**config.mk**
```make
export PLATFORM = sky130hd
export DESIGN_NAME = caas_alu
export DESIGN_NICKNAME = d
export VERILOG_FILES = /design/src/design/caas_pkg.sv /design/src/design/caas_alu.sv /design/src/design/caas_adder.sv
export SDC_FILE = /design/constraint.sdc
export NUM_CORES = 2
export LEC_CHECK = 0
export ABC_AREA = 1
export ABC_CLOCK_PERIOD_IN_PS = 4600
export BUFFER_PORTS_ARGS = -buffer_cell sky130_fd_sc_hd__buf_4
export CAP_MARGIN = 20
export CELL_PAD_IN_SITES_DETAIL_PLACEMENT = 1
export CELL_PAD_IN_SITES_GLOBAL_PLACEMENT = 1
export CORE_MARGIN = 3
export CORE_UTILIZATION = 40
export DETAILED_ROUTE_END_ITERATION = 7
export MAX_ROUTING_LAYER = met4
export PLACE_DENSITY_LB_ADDON = 0.1
export SLEW_MARGIN = 0
export SYNTH_ARGS = -nofsm -noshare
export SYNTH_HDL_FRONTEND = slang
export SYNTH_SLANG_ARGS = --single-unit
```
**constraint.sdc**
```tcl
create_clock -name core_clk_in -period 4.6 [get_ports core_clk_in]
set_input_delay 0.69 -clock core_clk_in [delete_from_list [all_inputs] [get_ports core_clk_in]]
set_output_delay 0.69 -clock core_clk_in [all_outputs]
set_load 0.005 [all_outputs]
```
**src/design/caas_pkg.sv**
```systemverilog
// constants and operation codes for the add and shift execution datapath
package caas_pkg;
    localparam int DATA_W = 8; // data path width
    localparam int PTR_W = 16; // indirect pointer width
    localparam int ADDR_W = 7; // file register address width
    localparam int LIT6_W = 6; // pointer literal width
    localparam int BIT_IDX_W = 3; // bit index width
    localparam int DC_BIT = 4; // sum bit that holds carry out of bit 3
    localparam int MSB = 7; // sign bit position
    localparam logic [7:0] ACC_RESET = 8'h00; // accumulator reset value
    localparam logic [15:0] PTR_RESET = 16'h0000; // pointer reset value
    localparam logic [7:0] FILE_RESET = 8'h00; // file memory reset value
    localparam logic FLAG_RESET = 1'b0; // status flag reset value
    localparam logic DEST_ACC = 1'b0; // destination bit: accumulator
    localparam logic DEST_FILE = 1'b1; // destination bit: file register

    // operation select
    typedef enum logic [3:0] {
        CAAS_OP_NONE,
        CAAS_OP_PTR_ADD,
        CAAS_OP_AND_LIT,
        CAAS_OP_ADD_LIT,
        CAAS_OP_AND_FILE,
        CAAS_OP_ADD_FILE,
        CAAS_OP_ASR_FILE,
        CAAS_OP_ADD_FILE_C,
        CAAS_OP_CLR_BIT
    } caas_op_t;
endpackage : caas_pkg

```
**src/design/caas_alu.sv**
```systemverilog
// execution datapath for pointer add, and, add, shift and bit clear ops
// Behaviour
// RULE_01 - pointer add: sign-extended literal, flags unchanged
// RULE_02 - pointer sum wraps modulo 2^16
// RULE_03 - and literal into accumulator, zero flag only
// RULE_04 - add literal into accumulator, C DC Z
// RULE_05 - and accumulator with file, zero flag only
// RULE_06 - add accumulator and file, C DC Z
// RULE_07 - destination bit picks accumulator or file
// RULE_08 - shift right keeps sign bit
// RULE_09 - shift loads carry from bit 0, Z
// RULE_10 - add with carry updates C DC Z
// RULE_11 - add with carry may write file
// RULE_12 - bit clear touches one bit, no flags
// RULE_13 - Z on zero result, carries from bits 7/3
module caas_alu #(
    parameter int DEPTH = 128 // file register count
) (
    input wire logic core_clk_in, // instruction clock
    input wire logic rst_b_in, // async reset, active low
    input wire logic exec_in, // one-cycle execute strobe
    input wire caas_pkg::caas_op_t op_in, // operation select
    input wire logic [7:0] literal_in, // 8-bit immediate
    input wire logic [5:0] ptr_lit_in, // signed 6-bit pointer literal
    input wire logic ptr_sel_in, // pointer 0 or 1
    input wire logic [6:0] file_addr_in, // file register address
    input wire logic dest_in, // 0 accumulator, 1 file
    input wire logic [2:0] bit_idx_in, // bit index for clear
    output logic [7:0] acc_out, // working register
    output logic [15:0] pointer0_out, // indirect pointer 0
    output logic [15:0] pointer1_out, // indirect pointer 1
    output logic carry_flag_out, // carry flag
    output logic digit_carry_flag_out, // digit carry flag
    output logic zero_flag_out, // zero flag
    output logic [7:0] file_rd_out // file register at file_addr, registered
);
    logic [7:0] acc; // accumulator
    logic [15:0] ptr [2]; // pointer pairs
    logic [7:0] mem [DEPTH]; // file registers
    logic carry; // carry flag
    logic dcarry; // digit carry flag
    logic zero; // zero flag
    logic [7:0] file_rd; // registered read of addressed file register
    logic [7:0] fval; // current value of addressed file
    logic [7:0] add_b; // adder second operand
    logic add_c; // adder carry in
    logic [7:0] add_sum; // adder result
    logic add_co; // adder carry out
    logic add_dc; // adder digit carry
    logic [7:0] next_result; // result of the op
    logic next_wr_file; // result goes to file
    logic next_wr_acc; // result goes to accumulator
    logic upd_z; // op updates zero
    logic upd_c; // op updates carry
    logic upd_dc; // op updates digit carry
    logic [7:0] next_carry_src; // shift carry source holder
    logic [15:0] next_ptr; // pointer sum

    assign fval = mem[file_addr_in];

    // second adder operand and carry in depend on the op
    always_comb begin
        add_b = fval;
        add_c = 1'b0;
        if (op_in == caas_pkg::CAAS_OP_ADD_LIT) begin
            add_b = literal_in;
        end
        if (op_in == caas_pkg::CAAS_OP_ADD_FILE_C) begin
            add_c = carry; // RULE_10
        end
    end

    caas_adder u_adder (
        .a_in(acc),
        .b_in(add_b),
        .c_in(add_c),
        .sum_out(add_sum),
        .c_out(add_co),
        .dc_out(add_dc)
    );

    // sign-extend literal; 16-bit sum drops overflow so it wraps
    assign next_ptr = ptr[ptr_sel_in] + {{10{ptr_lit_in[5]}}, ptr_lit_in}; // RULE_01 RULE_02

    // result, destination and flag-update selection per op
    always_comb begin
        next_result = 8'h00;
        next_wr_file = 1'b0;
        next_wr_acc = 1'b0;
        upd_z = 1'b0;
        upd_c = 1'b0;
        upd_dc = 1'b0;
        next_carry_src = 8'h00;
        case (op_in)
            caas_pkg::CAAS_OP_AND_LIT: begin
                next_result = acc & literal_in; // RULE_03
                next_wr_acc = 1'b1;
                upd_z = 1'b1;
            end
            caas_pkg::CAAS_OP_ADD_LIT: begin
                next_result = add_sum; // RULE_04
                next_wr_acc = 1'b1;
                upd_z = 1'b1;
                upd_c = 1'b1;
                upd_dc = 1'b1;
            end
            caas_pkg::CAAS_OP_AND_FILE: begin
                next_result = acc & fval; // RULE_05
                next_wr_file = (dest_in == caas_pkg::DEST_FILE); // RULE_07
                next_wr_acc = (dest_in == caas_pkg::DEST_ACC); // RULE_07
                upd_z = 1'b1;
            end
            caas_pkg::CAAS_OP_ADD_FILE, caas_pkg::CAAS_OP_ADD_FILE_C: begin
                next_result = add_sum; // RULE_06 RULE_10
                next_wr_file = (dest_in == caas_pkg::DEST_FILE); // RULE_07 RULE_11
                next_wr_acc = (dest_in == caas_pkg::DEST_ACC); // RULE_07
                upd_z = 1'b1;
                upd_c = 1'b1;
                upd_dc = 1'b1;
            end
            caas_pkg::CAAS_OP_ASR_FILE: begin
                next_result = {fval[caas_pkg::MSB], fval[7:1]}; // RULE_08
                next_carry_src = {7'h00, fval[0]}; // RULE_09
                next_wr_file = (dest_in == caas_pkg::DEST_FILE); // RULE_07
                next_wr_acc = (dest_in == caas_pkg::DEST_ACC); // RULE_07
                upd_z = 1'b1;
                upd_c = 1'b1; // digit carry left alone
            end
            caas_pkg::CAAS_OP_CLR_BIT: begin
                next_result = fval & ~(8'h01 << bit_idx_in); // RULE_12
                next_wr_file = 1'b1;
            end
            default: begin
                next_result = 8'h00; // pointer add and idle write no byte
            end
        endcase
    end

    // accumulator update
    always_ff @(posedge core_clk_in or negedge rst_b_in) begin
        if (!rst_b_in) begin
            acc <= caas_pkg::ACC_RESET;
        end else if (exec_in && next_wr_acc) begin
            acc <= next_result;
        end
    end

    // pointer pairs; only the selected one changes
    always_ff @(posedge core_clk_in or negedge rst_b_in) begin
        if (!rst_b_in) begin
            ptr[0] <= caas_pkg::PTR_RESET;
            ptr[1] <= caas_pkg::PTR_RESET;
        end else if (exec_in && op_in == caas_pkg::CAAS_OP_PTR_ADD) begin
            ptr[ptr_sel_in] <= next_ptr; // RULE_01
        end
    end

    // file registers, reset to zero so reads are never unknown
    always_ff @(posedge core_clk_in or negedge rst_b_in) begin
        if (!rst_b_in) begin
            for (int i = 0; i < DEPTH; i++) begin
                mem[i] <= caas_pkg::FILE_RESET;
            end
        end else if (exec_in && next_wr_file) begin
            mem[file_addr_in] <= next_result; // RULE_07 RULE_11
        end
    end

    // status flags; ops that do not name a flag leave it as is
    always_ff @(posedge core_clk_in or negedge rst_b_in) begin
        if (!rst_b_in) begin
            carry <= caas_pkg::FLAG_RESET;
            dcarry <= caas_pkg::FLAG_RESET;
            zero <= caas_pkg::FLAG_RESET;
        end else if (exec_in) begin
            if (upd_z) begin
                zero <= (next_result == 8'h00); // RULE_13
            end
            if (upd_c) begin
                if (op_in == caas_pkg::CAAS_OP_ASR_FILE) begin
                    carry <= next_carry_src[0]; // RULE_09
                end else begin
                    carry <= add_co; // RULE_13
                end
            end
            if (upd_dc) begin
                dcarry <= add_dc; // RULE_13
            end
        end
    end

    // registered read port shows the addressed file register
    always_ff @(posedge core_clk_in or negedge rst_b_in) begin
        if (!rst_b_in) begin
            file_rd <= caas_pkg::FILE_RESET;
        end else begin
            file_rd <= fval;
        end
    end

    assign acc_out = acc;
    assign pointer0_out = ptr[0];
    assign pointer1_out = ptr[1];
    assign carry_flag_out = carry;
    assign digit_carry_flag_out = dcarry;
    assign zero_flag_out = zero;
    assign file_rd_out = file_rd;
endmodule : caas_alu

```
**src/design/caas_adder.sv**
```systemverilog
// eight-bit adder with carry in, carry out and digit carry
module caas_adder (
    input wire logic [7:0] a_in, // first operand
    input wire logic [7:0] b_in, // second operand
    input wire logic c_in, // carry in
    output logic [7:0] sum_out, // 8-bit sum
    output logic c_out, // carry out of bit 7
    output logic dc_out // carry out of bit 3
);
    logic [8:0] full; // sum with carry column
    logic [4:0] low; // low nibble sum with carry column

    // nibble sum computed apart so digit carry needs no reverse engineering
    always_comb begin
        full = {1'b0, a_in} + {1'b0, b_in} + {8'h00, c_in};
        low = {1'b0, a_in[3:0]} + {1'b0, b_in[3:0]} + {4'h0, c_in};
        sum_out = full[7:0];
        c_out = full[8];
        dc_out = low[caas_pkg::DC_BIT];
    end
endmodule : caas_adder

```
==> impl_metrics.py <==
metrics = {
    "status": {
        "outcome": "finished, final reports clean",
    },
    "sta": {
        "worst_pin_slew_ns": 1.09,
        "finalHoldViolations": 0,
        "timing.final.ws_setup_ns": 0.153,
        "slew_headroom_pct": 26.7,
        "finalSetupViolCount": 0,
        "finalCritPeriodShare_pct": 96.7,
        "drv_slew": 0,
        "fin_crit_ns": 4.45,
        "fmax_ghz": 0.225,
        "fin_skew_ns": 0.0231,
    },
    "synth": {
        "yosysTopAreaCell": "dfrtp_1",
        "synth_area_sq_mm": 0.0540,
        "ys_ff_latch": 1075,
        "synthDistinctLibCells": 39,
        "synth-main-ff-cell": "dfrtp_1",
        "syn_inst": 6723,
        "synthTopCellsByArea": "dfrtp_1 50%, nand2_1 18%, mux2_2 8.5%",
        "yosysMostFrequentCell": "nand2_1",
        "yosys-top-cells-count": "2,550 x nand2_1, 1,075 x dfrtp_1, 713 x o21ai_0",
        "postSynthAreaPerCell_sq_um": 8.03,
        "synth_top_area_share_pct": 49.8,
        "async_flop_share_pct": 100,
        "synth_fp_nets": 6781,
        "yosys_warnings": 0,
        "ys_seq_area_share_pct": 49.8,
        "synth_edf_count": 0,
    },
    "floorplan": {
        "dieArea_sq_mm": 0.139,
        "initial_utilization_pct": 40.4,
        "io_pins": 84,
        "core-area_sq_mm": 0.134,
        "fp.dieW_microns": 373,
        "die_h_microns": 373,
        "rows": 134,
    },
    "clock_tree": {
        "cts_tree": "done",
        "htreeDepth": 4,
        "clock_path_buffers": 3,
        "cts_buffers": 132,
        "clkTransAtPathRegs_ns": 0.06,
        "insertion_delay_ns": 0.78,
        "cts_root_buf": "clkbuf_16",
        "cts_sinks": 1075,
    },
    "placement": {
        "gp_congestion": 0.887,
        "place_ws_ns": -0.923,
        "io_buffers": 83,
        "dp_cells": 8658,
        "dp_hpwl_microns": 132000,
    },
    "setup_path": {
        "rrSetupSlack_ns": 0.20,
        "r2r_cells": 28,
        "path_common_cell": "nand2_1",
        "worstSetupPathType": "input port to flip-flop",
        "crit_path_end_kind": "flip-flop",
        "required_ns": 5.26,
        "slowest_stage": "ha_1",
        "crit_path_start_kind": "input port",
        "cp_max_fo": 50,
        "max_stage_delay_ns": 0.37,
        "cp.arrival_ns": 5.11,
    },
    "finish": {
        "drive_above_1_share_pct": 17.7,
        "fin_cells": 8914,
        "syn_to_final_growth_pct": 19.6,
        "antenna_cells": 0,
        "fin_nets": 7104,
    },
    "route": {
        "drtAntennaViolNets": 0,
        "routed_wl_microns": 194000,
        "drcViolationCount": 0,
        "first_iter_violations": 3077,
        "viasPerCell": 5.25,
        "num_vias": 46804,
        "wl_per_cell_microns": 21.8,
        "first_pass_iters": 5,
    },
    "global_route": {
        "grt_pass1_wl_microns": 295000,
        "grt_pass1_vias": 48170,
        "grt_overflow": 0,
        "antenna_found_initial": 5,
        "gr-usage-all-layers_pct": 28.0,
        "grt_max_degree": 95,
    },
    "power": {
        "power.leakage_nw": 32.2,
        "power_density_mw_per_mm2": 374,
        "peakVddDrop_v": 0.000340,
    },
    "worst_hold_path": {
        "holdPathStages": 3,
        "hp-class": "input port to flip-flop",
    },
    "flow_run": {
        "maxCapViolCount": 0,
    },
}
==> cells by family after synthesis <==
family / Yosys count / synth area share (%)
AOI/OAI and AO/OA: 1096 / 10.8
buffers and inverters: 1061 / 8.24
muxes: 411 / 8.56
DFF: 1075 / 49.8
adders and majority gates: 25 / 0.621
xor gates and xnor gates: 14 / 0.227
and+or+nand+nor: 3041 / 21.8
==> power by group <==
part / switching (W) / internal (W)
registers: 0.000199 / 0.00983
clock network: 0.00434 / 0.00590
logic: 0.00248 / 0.00141
==> worst max-delay path: cells and delay by family <==
family	cells	cell delay (ns)
simple gates	13	1.27
fa+ha+maj	1	0.37
mux	1	0.26
buf+inv	8	1.45
compound gates	6	0.99
==> final timing paths <==
check / from / end
min: exec_in / digit_carry_flag_out
max: file_addr_in[0] / mem[158]
max reg2reg: mem[448] / mem[158]
min in group asynchronous: rst_b_in / mem[965]
max in group asynchronous: rst_b_in / mem[411]
min reg2reg: mem[487] / mem[487]
==> cell usage in the layout (no fill, tap or decap), types with 6 or more instances in the layout <==
master and n:
nand3_4 7, clkbuf_16 143, clkbuf_8 27, nor3_1 88, buf_4 502, o211ai_1 57, nand2_1 2537, nand3_1 132
buf_6 12, buf_16 8, nor2_1 241, clkbuf_1 44, dfrtp_1 1075, ha_1 22, o21a_1 58, nand2_2 11
a21oi_1 31, nor2_2 6, o21ai_1 221, clkinv_2 13, clkinv_8 6, xnor2_1 10, buf_12 80, mux2_2 409
inv_1 622, o21ai_0 708, inv_6 6
==> final cells by class <==
type | instances | area (sq um)
Clock inverter | 31 | 367
Timing Repair Buffer | 618 | 6040
Sequential cell | 1075 | 26900
Fill cell | 15866 | 69200
Inverter | 632 | 2390
Clock buffer | 203 | 3840
Multi-Input combinational cell | 4587 | 22900
Tap cell | 1768 | 2210
==> state kept, by name (all words and copies together) (netlist names) <==
register and count:
mem 1024, pointer0_out 16, pointer1_out 16, acc_out 8
file_rd_out 8, carry_flag_out 1, digit_carry_flag_out 1, zero_flag_out 1
==> per-layer routing <==
metal / share of wire, % / up-vias / wire [microns] / track usage [%]
met3: 3.9 / 242 / 7530 / 2.98
met4: 2.0 / 0 / 3940 / 6.15
met1: 48 / 23810 / 92800 / 39.3
met2: 46 / 854 / 90100 / 44.1
li1: - / 21898 / - / -
met5: 0 / - / 0 / -
==> timing repair <==
action,in CTS,in global routing
hold endpoints to repair,5,0
hold buffers,1,0
gates cloned,1,16
pin swaps,2,10
gates resized for setup,8,42
buffers inserted,1,1
endpoints found under the setup margin,184,307
==> stage by stage <==
stage                     util, %  total power [W]  TNS (ns)  cell area, sq um  hold WS (ns)
after floorplan                 -           0.0119         0             54000         0.394
after global placement       44.7           0.0138   -490.88             59800         0.473
after detailed placement     44.7           0.0139   -501.43             59800         0.480
after CTS                    47.9           0.0243         0             64100         0.232
after global routing         48.3           0.0252     -2.62             64600         0.263
final                        48.3           0.0242         0             64600         0.285
No activity file was read; power rests on OpenSTA's default activity.
